<file path="src/rtl/dtc_pkg.sv">
// dual classic timer/counter: shared constants, field layouts and types
// assumes: 8-bit register port, one 100 MHz system clock
package dtc_pkg;

    // ------------------------------------------------------------------
    // register offsets on the plain register port
    // ------------------------------------------------------------------
    localparam logic [7:0] ADDR_RUN_FLAGS = 8'h88; // run bits and flags
    localparam logic [7:0] ADDR_MODE_CTRL = 8'h89; // timers_mode_control
    localparam logic [7:0] ADDR_T0_LOW = 8'h8a; // timer0_count_low
    localparam logic [7:0] ADDR_T1_LOW = 8'h8b; // timer1_count_low
    localparam logic [7:0] ADDR_T0_HIGH = 8'h8c; // timer0_count_high
    localparam logic [7:0] ADDR_T1_HIGH = 8'h8d; // timer1_count_high

    // ------------------------------------------------------------------
    // field positions
    // ------------------------------------------------------------------
    localparam int BIT_T1_FLAG = 7; // timer1_overflow_flag, read only
    localparam int BIT_T1_RUN = 6; // timer1_run
    localparam int BIT_T0_FLAG = 5; // timer0_overflow_flag, read only
    localparam int BIT_T0_RUN = 4; // timer0_run
    localparam int POS_T1_MODE = 4; // timer 1 nibble of mode control
    localparam int POS_T0_MODE = 0; // timer 0 nibble of mode control
    localparam int PRESCALE_BITS = 5; // low byte width in mode 0

    // ------------------------------------------------------------------
    // reset values
    // ------------------------------------------------------------------
    localparam logic [7:0] RST_COUNT = 8'h00;
    localparam logic [7:0] RST_MODE = 8'h00;
    localparam logic RST_BIT = 1'b0;

    // ------------------------------------------------------------------
    // types
    // ------------------------------------------------------------------
    // mode select codes
    typedef enum logic [1:0] {
        DTC_MODE_13BIT = 2'h0,
        DTC_MODE_16BIT = 2'h1,
        DTC_MODE_RELOAD = 2'h2,
        DTC_MODE_SPLIT = 2'h3
    } dtc_mode_t;

    // one timer's nibble of the mode control register, msb first
    typedef struct packed {
        logic gate_enable;
        logic counter_select;
        dtc_mode_t mode;
    } dtc_tmode_t;

    // result of one counting step
    typedef struct packed {
        logic ovf;
        logic [7:0] low;
        logic [7:0] high;
    } dtc_step_t;

endpackage : dtc_pkg

</file>
<file path="src/rtl/dtc_pin_edge.sv">
// dual classic timer/counter: falling-edge detector for a count pin
// assumes: the pin is already synchronous to the system clock
`timescale 1ns/1ps
`default_nettype none
module dtc_pin_edge (
    // clock and reset
    input wire logic i_clk_sys,
    input wire logic i_rst,
    // pin in, event out
    input wire logic i_pin,
    output logic o_fall
);

    // ------------------------------------------------------------------
    // previous pin level
    // ------------------------------------------------------------------
    logic prev_reg; // pin level one cycle ago
    logic prev_next;

    // next value is simply the pin
    always_comb begin
        prev_next = i_pin;
    end

    // starts high, so a pin already low at reset release gives one falling event
    always_ff @(posedge i_clk_sys or posedge i_rst) begin
        if (i_rst) begin
            prev_reg <= 1'b1;
        end else begin
            prev_reg <= prev_next;
        end
    end

    // one-cycle pulse on a high-to-low transition
    assign o_fall = prev_reg & ~i_pin;

endmodule : dtc_pin_edge
`default_nettype wire

</file>
<file path="src/rtl/dtc_tick_sel.sv">
// dual classic timer/counter: count-enable selection for one counter
// assumes: gate pin synchronous to the system clock
`timescale 1ns/1ps
`default_nettype none
module dtc_tick_sel (
    // configuration
    input wire logic i_counter_select,
    input wire logic i_gate_enable,
    input wire logic i_run,
    // pins
    input wire logic i_gate_pin,
    input wire logic i_pin_fall,
    // result
    output logic o_tick
);

    // ------------------------------------------------------------------
    // combine run, gate and source
    // ------------------------------------------------------------------
    logic allowed; // run control after gating

    always_comb begin
        // run alone, or run and a high gate pin when gating is on
        allowed = i_run & (~i_gate_enable | i_gate_pin);
        // pin events or every system clock
        if (i_counter_select) begin
            o_tick = allowed & i_pin_fall;
        end else begin
            o_tick = allowed;
        end
    end

endmodule : dtc_tick_sel
`default_nettype wire

</file>
<file path="src/rtl/dtc_timer_top.sv">
// dual classic timer/counter: timer 0 and timer 1 with register port
// assumes: one 100 MHz clock, pins synchronous, register master per
// the plain strobe port; interrupt entry acknowledges come from the cpu
//
// Contract
// - select bit picks external pin or clock
// - mode 0: 5-bit prescaler plus 8-bit high
// - mode 1: full 16-bit cascade
// - mode 2: low counts, reloads from high
// - two mode bits pick modes 0..3
// - mode 3 exists only for timer 0
// - mode 3: low byte uses timer 0 controls
// - mode 3: high byte takes timer 1 run/flag
// - mode 3: high byte gated by timer 1 gate
// - four count bytes read/write, reset zero
// - counting only while run bit set
// - flags cleared on interrupt routine entry
//
// Local design decision: the plain strobed port.
`timescale 1ns/1ps
`default_nettype none
module dtc_timer_top (
    // clock and reset
    input wire logic i_clk_sys,
    input wire logic i_rst,
    // register port
    input wire logic [7:0] i_addr,
    input wire logic [7:0] i_wdata,
    input wire logic i_wr,
    input wire logic i_rd,
    output logic [7:0] o_rdata,
    // count and gate pins
    input wire logic i_timer0_count_pin,
    input wire logic i_timer1_count_pin,
    input wire logic i_timer0_gate_pin,
    input wire logic i_timer1_gate_pin,
    // interrupt routine entry acknowledges
    input wire logic i_timer0_int_ack,
    input wire logic i_timer1_int_ack,
    // overflow flags toward the interrupt controller
    output logic o_timer0_overflow_flag,
    output logic o_timer1_overflow_flag
);

    // ------------------------------------------------------------------
    // counting step shared by both timers
    // ------------------------------------------------------------------
    // modes 0..2 are identical for both timers; mode 3 holds here and
    // timer 0 overrides it with its split behaviour
    function automatic dtc_pkg::dtc_step_t step(
        input dtc_pkg::dtc_mode_t mode,
        input logic tick,
        input logic [7:0] low,
        input logic [7:0] high
    );
        dtc_pkg::dtc_step_t r;
        logic [5:0] pre; // prescaler with carry
        logic [8:0] sum; // byte with carry
        logic [16:0] wide; // 16-bit with carry

        r.ovf = 1'b0;
        r.low = low;
        r.high = high;

        pre = {1'b0, low[dtc_pkg::PRESCALE_BITS-1:0]} + 6'h01;
        sum = {1'b0, low} + 9'h001;
        wide = {1'b0, high, low} + 17'h00001;

        // no tick leaves every byte as it stands
        if (tick) begin
            unique case (mode)
                dtc_pkg::DTC_MODE_13BIT: begin
                    // upper three low bits are left untouched
                    r.low = {low[7:dtc_pkg::PRESCALE_BITS],
                             pre[dtc_pkg::PRESCALE_BITS-1:0]};
                    if (pre[dtc_pkg::PRESCALE_BITS]) begin
                        sum = {1'b0, high} + 9'h001;
                        r.high = sum[7:0];
                        r.ovf = sum[8];
                    end
                end

                dtc_pkg::DTC_MODE_16BIT: begin
                    r.low = wide[7:0];
                    r.high = wide[15:8];
                    r.ovf = wide[16];
                end

                dtc_pkg::DTC_MODE_RELOAD: begin
                    // reload replaces the rollover value
                    r.low = sum[8] ? high : sum[7:0];
                    r.ovf = sum[8];
                end

                dtc_pkg::DTC_MODE_SPLIT: begin
                    // timer 1 has no split mode and simply holds
                    r.ovf = 1'b0;
                end
            endcase
        end

        return r;
    endfunction : step

    // ------------------------------------------------------------------
    // state
    // ------------------------------------------------------------------
    logic [7:0] t0_low_reg, t0_low_next; // timer0_count_low
    logic [7:0] t0_high_reg, t0_high_next; // timer0_count_high
    logic [7:0] t1_low_reg, t1_low_next; // timer1_count_low
    logic [7:0] t1_high_reg, t1_high_next; // timer1_count_high
    logic [7:0] mode_ctrl_reg, mode_ctrl_next; // timers_mode_control
    logic [1:0] run_reg, run_next; // timer0_run, timer1_run
    logic [1:0] flag_reg, flag_next; // overflow flags
    logic [7:0] rdata_reg, rdata_next; // read data, one cycle late

    // ------------------------------------------------------------------
    // decoded controls
    // ------------------------------------------------------------------
    dtc_pkg::dtc_tmode_t t0_cfg; // timer 0 nibble
    dtc_pkg::dtc_tmode_t t1_cfg; // timer 1 nibble
    logic split; // timer 0 in mode 3
    logic [1:0] pin_fall; // count pin events
    logic [1:0] tick; // per-timer count enables
    logic high_tick; // split high byte enable
    logic [1:0] ack; // interrupt entry acknowledges

    assign t0_cfg = dtc_pkg::dtc_tmode_t'(
        mode_ctrl_reg[dtc_pkg::POS_T0_MODE +: 4]);
    assign t1_cfg = dtc_pkg::dtc_tmode_t'(
        mode_ctrl_reg[dtc_pkg::POS_T1_MODE +: 4]);
    assign split = (t0_cfg.mode == dtc_pkg::DTC_MODE_SPLIT);

    assign ack = {i_timer1_int_ack, i_timer0_int_ack};

    // ------------------------------------------------------------------
    // pin edges and count enables
    // ------------------------------------------------------------------
    logic [1:0] count_pin; // external count pins
    logic [1:0] gate_pin; // external gate pins
    logic [1:0] cfg_cs; // counter-select per timer
    logic [1:0] cfg_gate; // gate enable per timer

    assign count_pin = {i_timer1_count_pin, i_timer0_count_pin};
    assign gate_pin = {i_timer1_gate_pin, i_timer0_gate_pin};
    assign cfg_cs = {t1_cfg.counter_select, t0_cfg.counter_select};
    assign cfg_gate = {t1_cfg.gate_enable, t0_cfg.gate_enable};

    generate
        for (genvar g = 0; g < 2; g++) begin : g_timer
            // one edge detector and one enable per timer
            dtc_pin_edge u_edge (
                .i_clk_sys(i_clk_sys),
                .i_rst(i_rst),
                .i_pin(count_pin[g]),
                .o_fall(pin_fall[g])
            );

            dtc_tick_sel u_tick (
                .i_counter_select(cfg_cs[g]),
                .i_gate_enable(cfg_gate[g]),
                .i_run(run_reg[g]),
                .i_gate_pin(gate_pin[g]),
                .i_pin_fall(pin_fall[g]),
                .o_tick(tick[g])
            );
        end
    endgenerate

    // split high byte: internal clock only, timer 1 run and gate
    dtc_tick_sel u_high_tick (
        .i_counter_select(1'b0),
        .i_gate_enable(t1_cfg.gate_enable),
        .i_run(run_reg[1]),
        .i_gate_pin(i_timer1_gate_pin),
        .i_pin_fall(1'b0),
        .o_tick(high_tick)
    );

    // ------------------------------------------------------------------
    // counters, control and flags: next values
    // ------------------------------------------------------------------
    dtc_pkg::dtc_step_t s0; // timer 0 step, modes 0..2
    dtc_pkg::dtc_step_t s1; // timer 1 step
    logic [8:0] sp_low; // split low byte with carry
    logic [8:0] sp_high; // split high byte with carry
    logic [1:0] ovf; // overflow events this cycle

    always_comb begin
        s0 = step(t0_cfg.mode, tick[0], t0_low_reg, t0_high_reg);
        s1 = step(t1_cfg.mode, tick[1], t1_low_reg, t1_high_reg);

        sp_low = {1'b0, t0_low_reg} + 9'h001;
        sp_high = {1'b0, t0_high_reg} + 9'h001;

        // modes 0..2 come straight from the step
        t0_low_next = s0.low;
        t0_high_next = s0.high;
        t1_low_next = s1.low;
        t1_high_next = s1.high;

        // control bits hold unless written
        mode_ctrl_next = mode_ctrl_reg;
        run_next = run_reg;
        ovf = {s1.ovf, s0.ovf};

        if (split) begin
            // two independent 8-bit counters
            t0_low_next = tick[0] ? sp_low[7:0] : t0_low_reg;
            t0_high_next = high_tick ? sp_high[7:0] : t0_high_reg;
            ovf[0] = tick[0] & sp_low[8];

            // high byte owns timer 1's flag; timer 1's own is dropped
            ovf[1] = high_tick & sp_high[8];
        end

        // software writes win over counting in the same cycle
        if (i_wr) begin
            unique case (i_addr)
                dtc_pkg::ADDR_T0_LOW: t0_low_next = i_wdata;
                dtc_pkg::ADDR_T0_HIGH: t0_high_next = i_wdata;
                dtc_pkg::ADDR_T1_LOW: t1_low_next = i_wdata;
                dtc_pkg::ADDR_T1_HIGH: t1_high_next = i_wdata;
                dtc_pkg::ADDR_MODE_CTRL: mode_ctrl_next = i_wdata;
                dtc_pkg::ADDR_RUN_FLAGS: begin
                    // flags are not writable; only run bits land
                    run_next = {i_wdata[dtc_pkg::BIT_T1_RUN],
                                i_wdata[dtc_pkg::BIT_T0_RUN]};
                end

                default: begin
                    // unmapped write is ignored
                end
            endcase
        end

        // a new overflow beats an acknowledge in the same cycle
        flag_next = (flag_reg & ~ack) | ovf;
    end

    // ------------------------------------------------------------------
    // read path: next value
    // ------------------------------------------------------------------
    // data stand for exactly the cycle after the strobe, zero otherwise
    always_comb begin
        rdata_next = 8'h00;

        // only a strobe loads real data
        if (i_rd) begin
            unique case (i_addr)
                dtc_pkg::ADDR_T0_LOW: rdata_next = t0_low_reg;
                dtc_pkg::ADDR_T0_HIGH: rdata_next = t0_high_reg;
                dtc_pkg::ADDR_T1_LOW: rdata_next = t1_low_reg;
                dtc_pkg::ADDR_T1_HIGH: rdata_next = t1_high_reg;
                dtc_pkg::ADDR_MODE_CTRL: rdata_next = mode_ctrl_reg;
                dtc_pkg::ADDR_RUN_FLAGS: begin
                    rdata_next[dtc_pkg::BIT_T1_FLAG] = flag_reg[1];
                    rdata_next[dtc_pkg::BIT_T1_RUN] = run_reg[1];
                    rdata_next[dtc_pkg::BIT_T0_FLAG] = flag_reg[0];
                    rdata_next[dtc_pkg::BIT_T0_RUN] = run_reg[0];
                end

                default: rdata_next = 8'h00; // unmapped reads zero
            endcase
        end
    end

    // ------------------------------------------------------------------
    // registers
    // ------------------------------------------------------------------
    always_ff @(posedge i_clk_sys or posedge i_rst) begin
        if (i_rst) begin
            // everything clears to zero
            t0_low_reg <= dtc_pkg::RST_COUNT;
            t0_high_reg <= dtc_pkg::RST_COUNT;
            t1_low_reg <= dtc_pkg::RST_COUNT;
            t1_high_reg <= dtc_pkg::RST_COUNT;
            mode_ctrl_reg <= dtc_pkg::RST_MODE;
            run_reg <= {2{dtc_pkg::RST_BIT}};
            flag_reg <= {2{dtc_pkg::RST_BIT}};
            rdata_reg <= dtc_pkg::RST_COUNT;
        end else begin
            t0_low_reg <= t0_low_next;
            t0_high_reg <= t0_high_next;
            t1_low_reg <= t1_low_next;
            t1_high_reg <= t1_high_next;
            mode_ctrl_reg <= mode_ctrl_next;
            run_reg <= run_next;
            flag_reg <= flag_next;
            rdata_reg <= rdata_next;
        end
    end

    // ------------------------------------------------------------------
    // outputs
    // ------------------------------------------------------------------
    // outputs come straight from flip-flops
    assign o_rdata = rdata_reg;
    assign o_timer0_overflow_flag = flag_reg[0];
    assign o_timer1_overflow_flag = flag_reg[1];

endmodule : dtc_timer_top
`default_nettype wire

</file>
<file path="config.mk">
export PLATFORM = sky130hd
export DESIGN_NAME = dtc_timer_top
export DESIGN_NICKNAME = d
export VERILOG_FILES = /design/src/rtl/dtc_pkg.sv /design/src/rtl/dtc_pin_edge.sv /design/src/rtl/dtc_tick_sel.sv /design/src/rtl/dtc_timer_top.sv
export SDC_FILE = /design/constraint.sdc
export NUM_CORES = 1
export LEC_CHECK = 0
export BUFFER_PORTS_ARGS = -buffer_cell sky130_fd_sc_hd__buf_4
export CORE_AREA = 2 2 121 123
export DETAILED_ROUTE_END_ITERATION = 6
export DIE_AREA = 0 0 123 125
export PLACE_DENSITY = 0.47
export SLEW_MARGIN = 20
export SYNTH_ARGS = -nofsm -noshare
export SYNTH_HDL_FRONTEND = slang
export SYNTH_SLANG_ARGS = --single-unit
</file>
<file path="constraint.sdc">
create_clock -name i_clk_sys -period 1.9 [get_ports i_clk_sys]
set_clock_uncertainty 0.2 [all_clocks]
set_input_delay 0.285 -clock i_clk_sys [delete_from_list [all_inputs] [get_ports i_clk_sys]]
set_output_delay 0.285 -clock i_clk_sys [all_outputs]
set_load 0.02 [all_outputs]
</file>
# Yosys cells after proc, flatten, opt, wreduce, memory -nomap -nowiden
# Cells that the tools add are included.
# totals
ff_bits	54
in_bits	26
output_inout_bits	10
elab_cells	83
# classes
add_sub_neg	8
n_eq_ne	12
mux	32
n_bitwise	17
n_reduce_logical	4
# op_table
cell	n
$mux W8	17
$eq A8 B8 Y1 const B	6
$pmux W8 S3	2
$add A8 B1 Y9 const B	4
$add A16 B1 Y17 const B	2
$mux W17	2
$pmux W8 S2	2
$pmux W4 S6	1
$pmux W4 S5	1
$add A5 B1 Y6 const B	2
$and A1 B1 Y1	8
$eq A2 B2 Y1 const B	4
$eq A2 B1 Y1 const B	2
$logic_not A2 Y1	2
$mux W1	4
$not A1 Y1	4
$pmux W1 S4	1
$reduce_and A2 Y1	2
$pmux W1 S3	1
$and A2 B2 Y2	1
$mux W2	1
$not A2 Y2	1
$or A1 B1 Y1	2
$or A2 B2 Y2	1

# Longest topological paths before layout
# logic_depth
depth_word	9
mapped_depth	8
depth_no_buf	7

# Hierarchy
# A second synthesis with hierarchy kept.
# hier_totals
cells_unflattened	519
hier_area_um2	4304.1
# by_module_without_submodules
mod	instances	cells_per_inst	area_per_inst_um2	seq_area_each_um2
dtc_timer_top	1	504	4160.2	1301.2
dtc_pin_edge	2	3	43.8	26.3
dtc_tick_sel	3	3	18.8	0.0

# Least setup slack after synthesis
# Ideal clock, no wire load.
# synth_timing
kind	register to register
startpoint	register mode_ctrl_reg[0]
endpoint	register t0_high_reg[4]
setup_time_ns	0.121
arrival_time_ns	1.744
required_time_ns	1.579
slack_ns	-0.165
path_stages_with_launch	9
path_buffers	1
path_cell_list	dfrtp_1 > inv_1 > ha_1 > clkbuf_1 > nor2_1 > a2111oi_1 > a211o_1 > o311ai_0 > o22a_1
# synth_via
elab_chain_len	6
word_cells_on_any_way	8
cone_classes	2 x eq/ne; 5 x mux; 1 x reduce/logical
# synth_lines
item	line	text
start, declared	dtc_timer_top.sv:112	logic [7:0] mode_ctrl_reg, mode_ctrl_next;
start signal, assigned	dtc_timer_top.sv:278	mode_ctrl_reg <= dtc_pkg::RST_MODE;
start signal, assigned	dtc_timer_top.sv:287	mode_ctrl_reg <= mode_ctrl_next;
$eq A2 B1 Y1 / $logic_not A2 Y1 (equally long branches)	-	
$pmux W8 S2	dtc_timer_top.sv:71	unique case (mode)
$mux W17	dtc_timer_top.sv:70	if (tick) begin
$mux W8 *	dtc_timer_top.sv:207	if (split) begin
$mux W8	dtc_timer_top.sv:219	unique case (i_addr)
$mux W8 *	dtc_timer_top.sv:218	if (i_wr) begin
named net t0_high_next[4]	dtc_timer_top.sv:109	logic [7:0] t0_high_reg, t0_high_next;
end signal, assigned	dtc_timer_top.sv:275	t0_high_reg <= dtc_pkg::RST_COUNT;
end signal, assigned	dtc_timer_top.sv:284	t0_high_reg <= t0_high_next;
end, declared	dtc_timer_top.sv:109	
# Mark *: on every way through the listed nets, which the timed path passes. The rest lies on a longest branch.
# A chain may end at the register's enable or synchronous reset.

# Worst setup path in the final report
# layout_timing
startpoint	register mode_ctrl_reg[0]
endpoint	register t0_high_reg[5]
# The elaborated chain is that of the path after synthesis.

==> flow_metrics.env <==
export IMPL_ys_top_cells_by_area="dfrtp_1 (31%), nand2_1 (4.8%), o21ai_0 (4.7%), a21oi_1 (4.2%), nor2_1 (3.9%)"
export IMPL_synthTopCellsByCount="nand2_1 (53), dfrtp_1 (52), nor2_1 (43)"
export IMPL_cts_tree="done"
export IMPL_finalInstanceArea_mm2=0.00600
export IMPL_crit_slowest_cell="dfrtp_2"
export IMPL_synthCells=497
export IMPL_drive_gt1_share_pct=39.7
export IMPL_ys_ff_latch=54
export IMPL_initial_core_util_pct=29.3
export IMPL_root_buffer="clkbuf_16"
export IMPL_firstDrtPassIters=5
export IMPL_status="finished, violations left"
export IMPL_drc=0
export IMPL_synth_edff_count=0
export IMPL_first_global_vias=4477
export IMPL_slowest_delay_ns=0.42
export IMPL_hold_start="i_rd"
export IMPL_period_share_pct=107
export IMPL_viasPerCell=5.47
export IMPL_place_detailed_hpwl_um=12100
export IMPL_violations="setup timing"
export IMPL_finalWirelength_um=16000
export IMPL_dpl_instance_area_mm2=0.00542
export IMPL_hold_depth=2
export IMPL_clk_pin_slew_ns=0.08
export IMPL_synth_seq_area_share_pct=32.6
export IMPL_async_flop_share_pct=100
export IMPL_hold_class="input port to flop"
export IMPL_maxCapViolCount=0
export IMPL_path_class="flop to flop"
export IMPL_wl_per_cell_um=19.4
export IMPL_cp_arrival_ns=2.02
export IMPL_htreeDepth=2
export IMPL_cts_made_buffers=5
export IMPL_nNetsFinal=673
export IMPL_p_leak_nw=2.56
export IMPL_dp_cells=806
export IMPL_syn_to_final_growth_pct=44.4
export IMPL_crit_chain="buf_6, ha_4, nand4_1, buf_4, a2111oi_4, o21ai_2, o311ai_1"
export IMPL_power_density_mw_per_mm2=666
export IMPL_drt_iter0_markers=419
export IMPL_synth_warning_count=0
export IMPL_clock_path_buffers=2
export IMPL_dieArea_mm2=0.0154
export IMPL_syn_num_nets=531
export IMPL_clock_sinks=54
export IMPL_antenna_cells=0
export IMPL_grt_max_degree=55
export IMPL_fill_cells=1407
export IMPL_grt_pass1_wl_um=25200
export IMPL_ys_flop_type="dfrtp_1"
export IMPL_reg2reg_from="mode_ctrl_reg[0]"
export IMPL_synth_top_area_share_pct=31.3
export IMPL_setup_viol=17
export IMPL_r2r_end="t0_high_reg[5]"
export IMPL_gp_congestion=1.01
export IMPL_fmax_mhz=493
export IMPL_r2r_setup_slack_ns=-0.13
export IMPL_p_total_mw=4.00
export IMPL_slew_viol_final=0
export IMPL_hold_violations=0
export IMPL_ys_types=74
export IMPL_reg2reg_depth=7
export IMPL_fin_ws_ns=-0.127
export IMPL_cp_start_kind="flop"
export IMPL_ant_nets=0
export IMPL_post_synth_top_count_cell="nand2_1"
export IMPL_ir_drop_v=0.000265
export IMPL_grt_ovfl_total=0
export IMPL_worst_slew_pin_slew_ns=0.455
export IMPL_hold_path_end="o_rdata[6]"
export IMPL_grt_total_usage_pct=21.2
export IMPL_critPathCaptureType="flop"
export IMPL_fp_row_count=44
export IMPL_io_buffers=35
export IMPL_io_pins=36
export IMPL_dieWidth_um=123
export IMPL_coreArea_mm2=0.0142
export IMPL_worstPathMaxFanout=4
export IMPL_rsz0062_at_grt="yes"
export IMPL_vias=4500
export IMPL_antenna_found_initial=0
export IMPL_synth_largest_area_cell="dfrtp_1"
export IMPL_chipHeight_um=125
export IMPL_netlist_area_mm2=0.00416
export IMPL_clock_latency_ns=0.30
export IMPL_crit_required_ns=1.89
export IMPL_finalNonFillerCells=823
export IMPL_utilization_pct=42.3
export IMPL_period_minus_slack_ns=2.03
export IMPL_syn_avg_cell_area_um2=8.37
export IMPL_slew_headroom_pct=69.5
==> cells in the final DEF (no fill, tap or decap), types with 6 or more instances in the layout <==
cell      count
and2_1        7
dfrtp_1      51
o21ai_1      15
inv_1        10
nor2_1       37
a22o_1        7
a21oi_1      30
nand2_1      53
o21ai_0      21
o22ai_1       6
buf_4       152
xnor2_1       9
nand4_1      14
and3_1       13
buf_6        10
nand3_1      19
o211ai_1      8
a31oi_1       9
mux2_2        8
mux2i_1      12
xor2_1        7
==> metrics by stage <==
step	hold slack [ns]	setup WS, ns	TNS (ns)
final	0.0271	-0.127	-0.962
after global routing	0.0352	-0.191	-2.74
after CTS	0.0228	-0.102	-0.733
after detailed placement	0.178	-0.285	-2.09
after global placement	0.175	-0.407	-1.98
after floorplan	0.0895	-0.0168	-0.0231
==> worst max-delay path by stage <==
stage                           to  cells after the start  slack, ns                       start
floorplan           t1_high_reg[7]                      5      -0.02  g_timer[1].u_edge.prev_reg
global placement       flag_reg[1]                      7      -0.41               t1_low_reg[0]
detailed placement     flag_reg[1]                      7      -0.28               t1_low_reg[0]
CTS                 t0_high_reg[5]                      5      -0.10  g_timer[0].u_edge.prev_reg
global route        t0_high_reg[1]                      9      -0.19            mode_ctrl_reg[0]
finish              t0_high_reg[5]                      7      -0.13            mode_ctrl_reg[0]
==> routing by layer <==
layer  vias up  track usage, %  routed length, um
li1       2146               -                  -
met1      2150            31.1               7300
met2       183            32.0               7230
met3        21            2.37               1040
met4         0            7.62                399
met5         -               0                  0
==> timing repair <==
action	in CTS	in global routing
setup buffers	5	3
pin swaps	19	27
gates resized for setup	46	48
setup endpoints to repair	30	34
hold buffers	3	0
endpoints found under the hold margin	54	0
==> report_power, final <==
group	total, mW	switching, mW	internal (mW)
sequential	1.45	0.169	1.29
combinational	1.43	0.742	0.692
clock	1.11	0.456	0.653
==> worst max-delay path, delay by kind of cell, from the launching register on <==
kind | cells | cell delay (ns)
adders and majority gates | 1 | 0.16
and+or+nand+nor | 1 | 0.15
buffers and inverters | 2 | 0.30
DFF | 1 | 0.42
AOI/OAI and AO/OA | 3 | 0.69
==> cells by family after synthesis <==
family | after synthesis | synth area share, %
and+or+nand+nor | 195 | 24.9
xor gates and xnor gates | 16 | 3.37
AOI/OAI and AO/OA | 158 | 26.1
DFF | 54 | 32.6
buffers and inverters | 45 | 5.36
muxes | 21 | 5.33
adders and majority gates | 8 | 2.41
==> layout make-up <==
type / instances / area [um^2] / share of cell area (%)
flip-flops and latches: 54 / 1360 / 22.6
well taps: 184 / 230 / 3.83
inverters: 14 / 52.6 / 0.875
repair buffers: 166 / 1300 / 21.7
clock inverters: 1 / 30.0 / 0.500
multi-input cells: 398 / 2890 / 48.2
clock buffers: 6 / 139 / 2.31
No activity file was read; power rests on OpenSTA's default activity.
